--- src/dpa_pkg.sv ---
// shared constants and types for the device parts admin command block
package dpa_pkg;
  // wishbone byte offsets
  localparam logic [11:0] ADR_CMD     = 12'h000;
  localparam logic [11:0] ADR_STATUS  = 12'h004;
  localparam logic [11:0] ADR_RESCAP  = 12'h008;
  localparam logic [11:0] ADR_REQLEN  = 12'h00c;
  localparam logic [11:0] ADR_PRESENT = 12'h010;
  localparam logic [11:0] ADR_LIVE    = 12'h040;
  localparam logic [11:0] ADR_REQBUF  = 12'h100;
  localparam logic [11:0] ADR_RESBUF  = 12'h200;
  // command register fields
  localparam int CMD_OPC_LSB   = 0;
  localparam int CMD_TYPE_LSB  = 8;
  localparam int CMD_FLAGS_LSB = 16;
  // status register fields
  localparam int ST_BUSY_BIT = 0;
  localparam int ST_STOP_BIT = 1;
  localparam int ST_CODE_LSB = 8;
  localparam int ST_LEN_LSB  = 16;
  // command opcodes
  localparam logic [7:0] OPC_META = 8'h0e;
  localparam logic [7:0] OPC_CAPT = 8'h0f;
  localparam logic [7:0] OPC_REST = 8'h10;
  localparam logic [7:0] OPC_MODE = 8'h11;
  // command types and flags
  localparam logic [7:0] META_SIZE     = 8'h00;
  localparam logic [7:0] META_COUNT    = 8'h01;
  localparam logic [7:0] META_LIST     = 8'h02;
  localparam logic [7:0] CAPT_SELECTED = 8'h00;
  localparam logic [7:0] CAPT_ALL      = 8'h01;
  localparam int         MODE_STOP_BIT = 0;
  localparam int         PART_OPT_BIT  = 0;
  // completion codes
  localparam logic [7:0] ST_OK     = 8'h00;
  localparam logic [7:0] ST_ENOMEM = 8'h0c;
  localparam logic [7:0] ST_EBUSY  = 8'h10;
  localparam logic [7:0] ST_EINVAL = 8'h16;
  // parts, in their fixed exchange order
  localparam int         NUM_PARTS      = 6;
  localparam int         PART_IDX_W     = 3;
  localparam int         IDX_DEV_FEAT   = 0;
  localparam logic [7:0] PART_LEN_WORDS = 8'h01;
  localparam int         PART_REC_BYTES = 8;
  // reset values
  localparam logic [5:0]  PRESENT_RST = 6'h3f;
  localparam logic [31:0] PART_RST    = 32'h0000_0000;

  typedef struct packed {
    logic [7:0]  len;
    logic [7:0]  flags;
    logic [15:0] ptype;
  } dpa_hdr_t;

  typedef struct packed {
    logic        cyc;
    logic        stb;
    logic        we;
    logic [11:0] adr;
    logic [3:0]  sel;
    logic [31:0] dat;
  } dpa_wbreq_t;

  typedef struct packed {
    logic                  en;
    logic                  byDriver;
    logic [PART_IDX_W-1:0] idx;
    logic [31:0]           data;
  } dpa_partupd_t;

  typedef enum logic [3:0] {
    S_IDLE  = 4'h0,
    S_DISP  = 4'h1,
    S_META  = 4'h2,
    S_SEL   = 4'h3,
    S_EMIT  = 4'h4,
    S_RVAL  = 4'h5,
    S_RCOM  = 4'h6,
    S_FLUSH = 4'h7
  } dpa_state_t;
endpackage : dpa_pkg

--- src/dpa_part_cell.sv ---
// per-part storage cell: live value plus a dormant staged value
`timescale 1ns/10ps
module dpa_part_cell #(
  parameter int           W       = 32,
  parameter logic [W-1:0] RST_VAL = '0
) (
  // clock and reset
  input  logic         clk,
  input  logic         rst,
  // updates from the device itself
  input  logic         devWrEn,
  input  logic [W-1:0] devWrData,
  // restore staging and resume
  input  logic         stageEn,
  input  logic [W-1:0] stageData,
  input  logic         applyEn,
  // current value
  output logic [W-1:0] liveVal
);
  logic [W-1:0] staged;
  logic [W-1:0] next_staged;
  logic [W-1:0] next_liveVal;
  logic         held;
  logic         next_held;

  // staged value wins over a device update on resume
  always_comb begin
    next_liveVal = liveVal;
    next_staged  = staged;
    next_held    = held;
    if (applyEn && held) begin
      next_liveVal = staged;
      next_held    = 1'b0;
    end else if (devWrEn) begin
      next_liveVal = devWrData;
    end
    if (stageEn) begin
      next_staged = stageData;
      next_held   = 1'b1;
    end
  end

  always_ff @(posedge clk) begin
    if (rst) begin
      liveVal <= RST_VAL;
      staged  <= RST_VAL;
      held    <= 1'b0;
    end else begin
      liveVal <= next_liveVal;
      staged  <= next_staged;
      held    <= next_held;
    end
  end
endmodule : dpa_part_cell

--- src/dpa_admin_cmd.sv ---
// device parts admin command handler with a wishbone register slave
// Notes on behaviour
// - opcode 0xe queries parts metadata
// - type 0 returns total byte size
// - type 1 returns header entry count
// - type 2 returns count then header list
// - result buffer too small gives out-of-memory
// - opcode 0xf captures parts
// - capture type 0 selected, type 1 all
// - missing requested parts are silently skipped
// - opcode 0x10 restores parts, no result
// - successful restore holds exactly supplied values
// - restored values apply only on resume
// - failed restore changes nothing
// - opcode 0x11 sets mode, no result
// - stop halts notifications and memory access
// - stopped parts change only by driver
// - stop writes back observed descriptors first
// - flags zero resumes normal operation
// - failed mode set changes nothing
// - parts exchanged in fixed dependency order
// - optional part marked by flags bit 0
// - restore refused unless device stopped
// - success reports ok, failure anything else
`timescale 1ns/10ps
module dpa_admin_cmd #(
  parameter int                             REQ_DEPTH   = 32,
  parameter int                             RES_DEPTH   = 32,
  parameter logic [dpa_pkg::NUM_PARTS-1:0] PRESENT_INIT = dpa_pkg::PRESENT_RST
) (
  // clock and reset
  input  logic                  clk,
  input  logic                  rst,
  // wishbone slave
  input  dpa_pkg::dpa_wbreq_t   wbReq,
  output logic                  wbAck,
  output logic [31:0]           wbDatR,
  // device side
  input  dpa_pkg::dpa_partupd_t partUpd,
  input  logic                  flushDone,
  output logic                  flushReq,
  output logic                  notifyEn,
  output logic                  memAccessEn,
  output logic                  cmdDone
);
  import dpa_pkg::*;

  localparam int          RQ_AW   = $clog2(REQ_DEPTH);
  localparam int          RS_AW   = $clog2(RES_DEPTH);
  localparam int          QW      = RQ_AW + 1;
  localparam int          PW      = RS_AW + 1;
  localparam logic [11:0] REQ_END = ADR_REQBUF + 12'(REQ_DEPTH * 4);
  localparam logic [11:0] RES_END = ADR_RESBUF + 12'(RES_DEPTH * 4);
  localparam logic [11:0] LIV_END = ADR_LIVE + 12'(NUM_PARTS * 4);

  logic [31:0]                 reqBuf [REQ_DEPTH];
  logic [31:0]                 resBuf [RES_DEPTH];
  logic [NUM_PARTS-1:0][31:0]  liveVal;
  dpa_state_t                  state, next_state;
  logic [7:0]                  cmdOpc, next_cmdOpc, cmdType, next_cmdType, cmdFlags, next_cmdFlags;
  logic [7:0]                  cmdCode, next_cmdCode, finCode;
  logic [PW-1:0]               wptr, next_wptr, resCap, next_resCap, capEff, need;
  logic [QW-1:0]               reqLen, next_reqLen, idx, next_idx;
  logic [NUM_PARTS-1:0]        present, next_present, selMask, next_selMask, stageEn;
  logic [15:0]                 lastType, next_lastType;
  logic                        haveLast, next_haveLast, half, next_half;
  logic                        stopped, next_stopped, next_cmdDone, doFinish, apply, devWr;
  logic                        resWe, busAcc, busWr, cmdWr;
  logic [RS_AW-1:0]            resWa;
  logic [31:0]                 resWd, stageData, next_wbDat, offs;
  logic [3:0]                  cnt;
  dpa_hdr_t                    rHdr;
  logic [31:0]                 rVal;
  logic [PART_IDX_W-1:0]       pIdx;

  function automatic logic [31:0] laneMerge(input logic [31:0] old, input logic [31:0] nw,
                                            input logic [3:0] sel);
    for (int b = 0; b < 4; b++) begin
      laneMerge[8*b +: 8] = sel[b] ? nw[8*b +: 8] : old[8*b +: 8];
    end
  endfunction : laneMerge

  // header for part p; device features is the one optional part
  function automatic logic [31:0] partHdr(input logic [PART_IDX_W-1:0] p);
    dpa_hdr_t h;
    h.len   = PART_LEN_WORDS;
    h.flags = (int'(p) == IDX_DEV_FEAT) ? 8'(1 << PART_OPT_BIT) : 8'h00;
    h.ptype = 16'(p);
    return h;
  endfunction : partHdr

  // part storage, one cell per part
  assign devWr = partUpd.en && (!stopped || partUpd.byDriver);
  for (genvar p = 0; p < NUM_PARTS; p++) begin : g_part
    dpa_part_cell #(
      .W       (32),
      .RST_VAL (PART_RST)
    ) u_cell (
      .clk       (clk),
      .rst       (rst),
      .devWrEn   (devWr && (partUpd.idx == PART_IDX_W'(p))),
      .devWrData (partUpd.data),
      .stageEn   (stageEn[p]),
      .stageData (stageData),
      .applyEn   (apply),
      .liveVal   (liveVal[p])
    );
  end

  // bus decode; ack alternates so each access is taken once
  always_comb begin
    busAcc = wbReq.cyc && wbReq.stb && !wbAck;
    busWr  = busAcc && wbReq.we;
    cmdWr  = busWr && (wbReq.adr == ADR_CMD) && (state == S_IDLE);
    offs   = '0;
    next_wbDat = 32'h0000_0000;
    if (wbReq.adr == ADR_CMD) begin
      next_wbDat = {8'h00, cmdFlags, cmdType, cmdOpc};
    end else if (wbReq.adr == ADR_STATUS) begin
      next_wbDat = {16'(wptr), cmdCode, 6'h00, stopped, state != S_IDLE};
    end else if (wbReq.adr == ADR_RESCAP) begin
      next_wbDat = 32'(resCap);
    end else if (wbReq.adr == ADR_REQLEN) begin
      next_wbDat = 32'(reqLen);
    end else if (wbReq.adr == ADR_PRESENT) begin
      next_wbDat = 32'(present);
    end else if (wbReq.adr >= ADR_LIVE && wbReq.adr < LIV_END) begin
      offs       = 32'(wbReq.adr - ADR_LIVE);
      next_wbDat = liveVal[offs[2 +: PART_IDX_W]];
    end else if (wbReq.adr >= ADR_REQBUF && wbReq.adr < REQ_END) begin
      offs       = 32'(wbReq.adr - ADR_REQBUF);
      next_wbDat = reqBuf[offs[2 +: RQ_AW]];
    end else if (wbReq.adr >= ADR_RESBUF && wbReq.adr < RES_END) begin
      offs       = 32'(wbReq.adr - ADR_RESBUF);
      next_wbDat = resBuf[offs[2 +: RS_AW]];
    end
  end

  // configuration writes are refused while a command runs
  always_comb begin
    next_resCap  = resCap;
    next_reqLen  = reqLen;
    next_present = present;
    if (busWr && state == S_IDLE) begin
      if (wbReq.adr == ADR_RESCAP) begin
        next_resCap = PW'(laneMerge(32'(resCap), wbReq.dat, wbReq.sel));
      end else if (wbReq.adr == ADR_REQLEN) begin
        next_reqLen = QW'(laneMerge(32'(reqLen), wbReq.dat, wbReq.sel));
      end else if (wbReq.adr == ADR_PRESENT) begin
        next_present = NUM_PARTS'(laneMerge(32'(present), wbReq.dat, wbReq.sel));
      end
    end
  end

  always_ff @(posedge clk) begin
    if (rst) begin
      wbAck   <= 1'b0;
      wbDatR  <= 32'h0000_0000;
      resCap  <= '0;
      reqLen  <= '0;
      present <= PRESENT_INIT;
    end else begin
      wbAck   <= busAcc;
      wbDatR  <= next_wbDat;
      resCap  <= next_resCap;
      reqLen  <= next_reqLen;
      present <= next_present;
    end
  end

  // buffers: request written by software when idle, result by the sequencer
  always_ff @(posedge clk) begin
    if (busWr && state == S_IDLE && wbReq.adr >= ADR_REQBUF && wbReq.adr < REQ_END) begin
      reqBuf[offs[2 +: RQ_AW]] <= laneMerge(reqBuf[offs[2 +: RQ_AW]], wbReq.dat, wbReq.sel);
    end
    if (resWe) begin
      resBuf[resWa] <= resWd;
    end
  end

  // command sequencer
  always_comb begin
    cnt = '0;
    for (int p = 0; p < NUM_PARTS; p++) begin
      cnt = cnt + 4'(present[p]);
    end
    capEff  = (resCap > PW'(RES_DEPTH)) ? PW'(RES_DEPTH) : resCap;
    need    = (cmdType == META_LIST) ? PW'(cnt) + PW'(2) : PW'(2);
    rHdr    = dpa_hdr_t'(reqBuf[idx[RQ_AW-1:0]]);
    rVal    = reqBuf[RQ_AW'(idx[RQ_AW-1:0] + 1'b1)];
    pIdx    = idx[PART_IDX_W-1:0];
    next_state    = state;
    next_cmdOpc   = cmdOpc;
    next_cmdType  = cmdType;
    next_cmdFlags = cmdFlags;
    next_cmdCode  = cmdCode;
    next_cmdDone  = 1'b0;
    next_wptr     = wptr;
    next_idx      = idx;
    next_half     = half;
    next_selMask  = selMask;
    next_lastType = lastType;
    next_haveLast = haveLast;
    next_stopped  = stopped;
    doFinish  = 1'b0;
    finCode   = ST_OK;
    apply     = 1'b0;
    stageEn   = '0;
    stageData = rVal;
    resWe     = 1'b0;
    resWa     = wptr[RS_AW-1:0];
    resWd     = 32'h0000_0000;
    case (state)
      S_IDLE: begin
        if (cmdWr) begin
          next_cmdOpc   = wbReq.dat[CMD_OPC_LSB +: 8];
          next_cmdType  = wbReq.dat[CMD_TYPE_LSB +: 8];
          next_cmdFlags = wbReq.dat[CMD_FLAGS_LSB +: 8];
          next_wptr     = '0;
          next_idx      = '0;
          next_half     = 1'b0;
          next_haveLast = 1'b0;
          next_state    = S_DISP;
        end
      end
      S_DISP: begin
        if (cmdOpc == OPC_META) begin
          if (cmdType > META_LIST) begin
            doFinish = 1'b1;
            finCode  = ST_EINVAL;
          end else if (need > capEff) begin
            doFinish = 1'b1;
            finCode  = ST_ENOMEM;
          end else begin
            resWe      = 1'b1;
            resWd      = (cmdType == META_SIZE) ? 32'(cnt) * 32'(PART_REC_BYTES) : 32'(cnt);
            next_wptr  = PW'(1);
            next_state = S_META;
          end
        end else if (cmdOpc == OPC_CAPT) begin
          next_selMask = present;
          if (cmdType == CAPT_ALL) begin
            next_state = S_EMIT;
          end else if (cmdType == CAPT_SELECTED) begin
            next_selMask = '0;
            next_state   = (reqLen == '0) ? S_EMIT : S_SEL;
          end else begin
            doFinish = 1'b1;
            finCode  = ST_EINVAL;
          end
        end else if (cmdOpc == OPC_REST) begin
          if (!stopped) begin
            doFinish = 1'b1;
            finCode  = ST_EBUSY;
          end else if (reqLen == '0 || reqLen[0]) begin
            doFinish = 1'b1;
            finCode  = ST_EINVAL;
          end else begin
            next_state = S_RVAL;
          end
        end else if (cmdOpc == OPC_MODE) begin
          if (cmdFlags == 8'h00) begin
            apply        = 1'b1;
            next_stopped = 1'b0;
            doFinish     = 1'b1;
          end else if (cmdFlags == 8'(1 << MODE_STOP_BIT)) begin
            doFinish   = stopped;
            next_state = stopped ? S_IDLE : S_FLUSH;
          end else begin
            doFinish = 1'b1;
            finCode  = ST_EINVAL;
          end
        end else begin
          doFinish = 1'b1;
          finCode  = ST_EINVAL;
        end
      end
      S_META: begin
        if (wptr == PW'(1)) begin
          resWe     = 1'b1;
          next_wptr = PW'(2);
          doFinish  = (cmdType != META_LIST);
        end else begin
          if (present[pIdx]) begin
            resWe     = 1'b1;
            resWd     = partHdr(pIdx);
            next_wptr = wptr + 1'b1;
          end
          next_idx = idx + 1'b1;
          doFinish = (idx == QW'(NUM_PARTS - 1));
        end
      end
      S_SEL: begin
        // absent or unknown parts never enter the mask
        if (rHdr.ptype < 16'(NUM_PARTS) && present[rHdr.ptype[PART_IDX_W-1:0]]) begin
          next_selMask[rHdr.ptype[PART_IDX_W-1:0]] = 1'b1;
        end
        next_idx = idx + 1'b1;
        if (idx + 1'b1 >= reqLen) begin
          next_idx   = '0;
          next_state = S_EMIT;
        end
      end
      S_EMIT: begin
        // walking part indices in order keeps the dependency order
        if (selMask[pIdx] && !half) begin
          if (32'(wptr) + 32'd2 > 32'(capEff)) begin
            doFinish = 1'b1;
            finCode  = ST_ENOMEM;
          end else begin
            resWe     = 1'b1;
            resWd     = partHdr(pIdx);
            next_wptr = wptr + 1'b1;
            next_half = 1'b1;
          end
        end else begin
          if (half) begin
            resWe     = 1'b1;
            resWd     = liveVal[pIdx];
            next_wptr = wptr + 1'b1;
            next_half = 1'b0;
          end
          next_idx = idx + 1'b1;
          doFinish = (idx == QW'(NUM_PARTS - 1));
        end
      end
      S_RVAL: begin
        // whole request checked before anything is staged
        if (rHdr.ptype >= 16'(NUM_PARTS) || rHdr.len != PART_LEN_WORDS ||
            (haveLast && rHdr.ptype <= lastType) ||
            (int'(rHdr.ptype) == IDX_DEV_FEAT && rVal != liveVal[IDX_DEV_FEAT])) begin
          doFinish = 1'b1;
          finCode  = ST_EINVAL;
        end else begin
          next_lastType = rHdr.ptype;
          next_haveLast = 1'b1;
          next_idx      = idx + QW'(2);
          if (idx + QW'(2) >= reqLen) begin
            next_idx   = '0;
            next_state = S_RCOM;
          end
        end
      end
      S_RCOM: begin
        // optional parts and the verified feature word are not written
        if (!rHdr.flags[PART_OPT_BIT] && int'(rHdr.ptype) != IDX_DEV_FEAT) begin
          stageEn[rHdr.ptype[PART_IDX_W-1:0]] = 1'b1;
        end
        next_idx = idx + QW'(2);
        doFinish = (idx + QW'(2) >= reqLen);
      end
      S_FLUSH: begin
        if (flushDone) begin
          next_stopped = 1'b1;
          doFinish     = 1'b1;
        end
      end
      default: begin
        next_state = S_IDLE;
      end
    endcase
    if (doFinish) begin
      next_state   = S_IDLE;
      next_cmdCode = finCode;
      next_cmdDone = 1'b1;
    end
  end

  always_ff @(posedge clk) begin
    if (rst) begin
      state       <= S_IDLE;
      cmdOpc      <= 8'h00;
      cmdType     <= 8'h00;
      cmdFlags    <= 8'h00;
      cmdCode     <= ST_OK;
      cmdDone     <= 1'b0;
      wptr        <= '0;
      idx         <= '0;
      half        <= 1'b0;
      selMask     <= '0;
      lastType    <= 16'h0000;
      haveLast    <= 1'b0;
      stopped     <= 1'b0;
      notifyEn    <= 1'b1;
      memAccessEn <= 1'b1;
      flushReq    <= 1'b0;
    end else begin
      state       <= next_state;
      cmdOpc      <= next_cmdOpc;
      cmdType     <= next_cmdType;
      cmdFlags    <= next_cmdFlags;
      cmdCode     <= next_cmdCode;
      cmdDone     <= next_cmdDone;
      wptr        <= next_wptr;
      idx         <= next_idx;
      half        <= next_half;
      selMask     <= next_selMask;
      lastType    <= next_lastType;
      haveLast    <= next_haveLast;
      stopped     <= next_stopped;
      notifyEn    <= !next_stopped;
      memAccessEn <= !next_stopped;
      flushReq    <= (next_state == S_FLUSH);
    end
  end
endmodule : dpa_admin_cmd

--- config.mk ---
export PLATFORM = sky130hd
export DESIGN_NAME = dpa_admin_cmd
export DESIGN_NICKNAME = d
export VERILOG_FILES = /design/src/dpa_pkg.sv /design/src/dpa_part_cell.sv /design/src/dpa_admin_cmd.sv
export SDC_FILE = /design/constraint.sdc
export NUM_CORES = 2
export LEC_CHECK = 0
export BUFFER_PORTS_ARGS = -buffer_cell sky130_fd_sc_hd__buf_2
export CAP_MARGIN = 25
export CORE_MARGIN = 2
export CORE_UTILIZATION = 40
export CTS_CLUSTER_DIAMETER = 200
export CTS_CLUSTER_SIZE = 12
export DETAILED_ROUTE_END_ITERATION = 10
export PLACE_DENSITY_LB_ADDON = 0.1
export RECOVER_POWER = 50
export SLEW_MARGIN = 20
export SYNTH_ARGS = -nofsm -noshare
export SYNTH_HDL_FRONTEND = slang
export SYNTH_HIERARCHICAL = 1
export SYNTH_SLANG_ARGS = --single-unit
export TNS_END_PERCENT = 100
--- constraint.sdc ---
create_clock -name clk -period 6.6 [get_ports clk]
set_clock_uncertainty 0.15 [all_clocks]
set_input_delay 0.33 -clock clk [delete_from_list [all_inputs] [get_ports clk]]
set_output_delay 0.33 -clock clk [all_outputs]
set_load 0.03 [all_outputs]
==> results.md <==
* Status: complete, but fails checks
* Failing checks: max-capacitance violations, max-slew violations
* Comb pwr share at 7.7%
* IO Pins at roughly 130
* Most common cell after layout, fill and taps aside: edfxtp_1
* Clock root buffer: clkbuf_16
* Initial antenna violation count at 45
* Layout cells sized above 1 at 24.0%
* Post-Syn Area per Cell at 16.2 um^2
* Worst stage delay on the critical path at between 2000 and 2500 ps
* Pin count of the biggest net entering global routing at 170
* Critical Path Source Type: input port
* CP Capture Type: flop
* FMAX at 164 MHz
* Worst Setup Path Type: input port to flop
* Leak pwr at 38.9 nW
* Clock buffer depth at 4
* Synth warnings at 6
* Top cells by area, synth: edfxtp_1, mux4_2, dfxtp_1
* TritonCTS clock tree: built
* TritonCTS Sinks at 2566
* CTS Buf Count at 235
* Worst path bufs/invs at 2
* Required time worst endpoint at 6940 ps
* NetSw at 7.68 mW
* Synth cell types at 96
* Post-synthesis net count at 7642
* Synth-to-layout area growth at 11.1%
* Tcrit/Tclk final at 92.2%
* Post-CTS sizing at 0
* Area occupied by multi-input gates at 46400 um^2
* Slew Limit Fails at about 1600
* H-Tree Depth at 4
* Place WS at between 700 and 800 ps
* Post-DP Area at 130000 um^2
* Row Count at about 200
* Die Ht at 556 um
* Synth Register Bits at 2566
* Final Hold Vio Count at 0
* Fin nets at 7925
* Cell Pwr Density at 240 nW/um^2
* Maximum VDD drop at 0.249 mV
* Switching part of the total at 23.7%
* Initial core utilization at 40.2%
* Clock transition at path regs at roughly 60 ps
* First-pass GRT wire length at 640 mm
* Top_reg_cell synth: edfxtp_1
* Vias in the first global route at 73998
* Final hold slack at 61.9 ps
* Routed len/inst at 39.9 um
* Slew headroom at -135%
* Max Cap Viol at 54
* Clock latency on the worst-skew pair at between 900 and 1000 ps
* Share of the synthesized area in the top cell type at 50.5%
* Final instance area at 135000 um^2
* Critical Path Slowest Stage Cell: clkbuf_2
* Number of enable flip-flop cells after synthesis at 2048
* GRT Total Usage at between 30% and 40%
* Die Area at ~310000 um^2
* Synthesized area at roughly 120000 um^2
* Die X at 556 um
* Data arrival, critical path at 6420 ps
* Filler cells at 26564
* Crit-path cells: clkbuf_2 > buf_12 > nand2_1 > nor2_1 > nand2_1 > nor2_1
* Drt drc at 0
* Clock power frac at 38.6%
* PnR worst setup slack at approximately 520 ps
* Drt via density at between 6 and 7
* TNS Setup at 0 ps
* Number of port buffers at 127
* Seq/Total Area, Yosys at 59.0%
* Pint at 24.8 mW
* GPL Wtd Cong at 0.967
* Leading area contributor after synthesis: edfxtp_1
* # setup viols final at 0
* Remaining global-route overflow at 0
* DP HPWL at around 320 mm
* ANT nets after route at 0
* Asr flop ratio synth at 0%
* Routed WL at 473 mm
* Initial DRT Pass Iterations at 9
* Iter 0 DRT Violations at 10137
* Most frequent cells in the layout: edfxtp_1, mux4_2, mux2i_1, dfxtp_1, nor2_1
* Total core area at a little over 300000 um^2
* Crit path time final at 6080 ps
* Sequential power share at roughly 54%
* Tightest Pin Transition at 3520 ps
* Cells after Synth at 7499
* Unrepaired setup endpoints after global routing: false
* Via count at 76762
* Crit-path max FO at 65
* Min-delay worst type: input port to flop
* Family with the most delay on the worst path: simple AND/OR/NAND/NOR gates
* Reg area at 71900 um^2
## worst min-delay path: cells and delay by family
kind,cells,cell delay (ps)
simple gates,3,310
mux,1,190
buf+inv,1,140
compound gates,1,80
## metrics by stage
stage,power (mW),util (%),instances
global route,33.3,44.7,11839
CTS,32.7,45.1,11825
global placement,20.2,42.6,11421
finish,32.4,44.7,11848
floorplan,19.1,-,7499
detailed placement,20.2,42.7,11439
## power groups by stage
stage          combinational, mW  sequential [mW]  clock, mW
6_report                    2.49             17.4       12.5
3_5_place_dp                2.45             17.8          0
4_1_cts                     2.49             17.4       12.8
5_1_grt                     2.56             17.4       13.3
3_3_place_gp                2.44             17.8          0
2_1_floorplan               1.37             17.7          0
## flip-flops by register name, summed over array words and instances, names as in the netlist, 4 cells and up, named ones only
register and cells:
cmdCode 4, cmdFlags 8, cmdOpc 8, cmdType 8, g_part.u_cell/held 6, g_part.u_cell/liveVal 192, g_part.u_cell/staged 192, idx 6
lastType 16, present 6, reqBuf 1024, reqLen 6, resBuf 1024, resCap 6, selMask 6, state 4
wbDatR 32, wptr 6
## worst paths after layout
| check | from | to | slack (ps) | depth (start not counted) |
|---|---|---|---|---|
| worst min-delay path | partUpd[33] | g_part[1].u_cell/liveVal[12]$_SDFFE_PP0P_ | 60 | 6 |
| worst min register to register | lastType[12]$_SDFFE_PP0P_ | lastType[12]$_SDFFE_PP0P_ | 310 | 1 |
| worst max register to register | state[1]$_SDFF_PP0_ | reqBuf[19][10]$_DFFE_PP_ | 570 | 6 |
| worst max-delay path | wbReq[38] | reqBuf[19][10]$_DFFE_PP_ | 520 | 6 |
## cells by family (layout without fill, tap and decap cells)
logic type | count (synthesis) | in the layout | share of synthesized area (%)
multiplexers | 1837 | 1837 | 25.7
AND/OR/NAND/NOR | 1577 | 1577 | 6.62
adder cells (fa/ha/maj) | 52 | 52 | 0.553
flip-flops | 2566 | 2566 | 59.0
AO/OA/AOI/OAI | 786 | 786 | 5.23
buffers and inverters | 659 | 1016 | 2.71
other | 1 | 15 | 0.00308
XOR/XNOR | 21 | 21 | 0.166
## metal layers
metal | vias up | share of wire [%] | global-route usage (%)
li1 | 30891 | - | -
met1 | 40898 | 40 | 40.9
met2 | 4139 | 47 | 47.9
met3 | 810 | 8.6 | 5.73
met4 | 24 | 4.6 | 11.5
met5 | - | 0.043 | 0.125
## final cells by class
class	count	share of cell area (%)
antenna	14	0.0259
clock buffer	304	4.61
clock inverter	7	0.0665
inverter	86	0.246
multi-input combinational	4274	34.3
sequential	2566	53.1
tap	3978	3.68
timing repair buffer	619	3.95
## timing repair
item,4_1_cts,5_1_grt
setup buffers,0,0
endpoints found under the hold margin,1294,0
setup endpoints to repair,0,0
hold buffers,75,0
## synthesized netlist by cell type, types with 26 or more instances
cell      instances
edfxtp_1       2048
mux4_2         1029
mux2i_1         747
nor2_1          565
dfxtp_1         518
nand2_1         328
clkbuf_1        252
and3b_1         194
a211oi_2        180
a21oi_1         180
nand3_1         156
buf_2           128
buf_1            99
o21ai_0          81
inv_1            80
nor3_1           64
mux2_2           60
buf_4            52
ha_1             49
a22oi_1          45
a211oi_1         42
nand4_1          35
nor4_1           35
nor4b_1          30
and2_1           29
o22ai_1          28
a221oi_1         26
No activity file was read; power rests on OpenSTA's default activity.
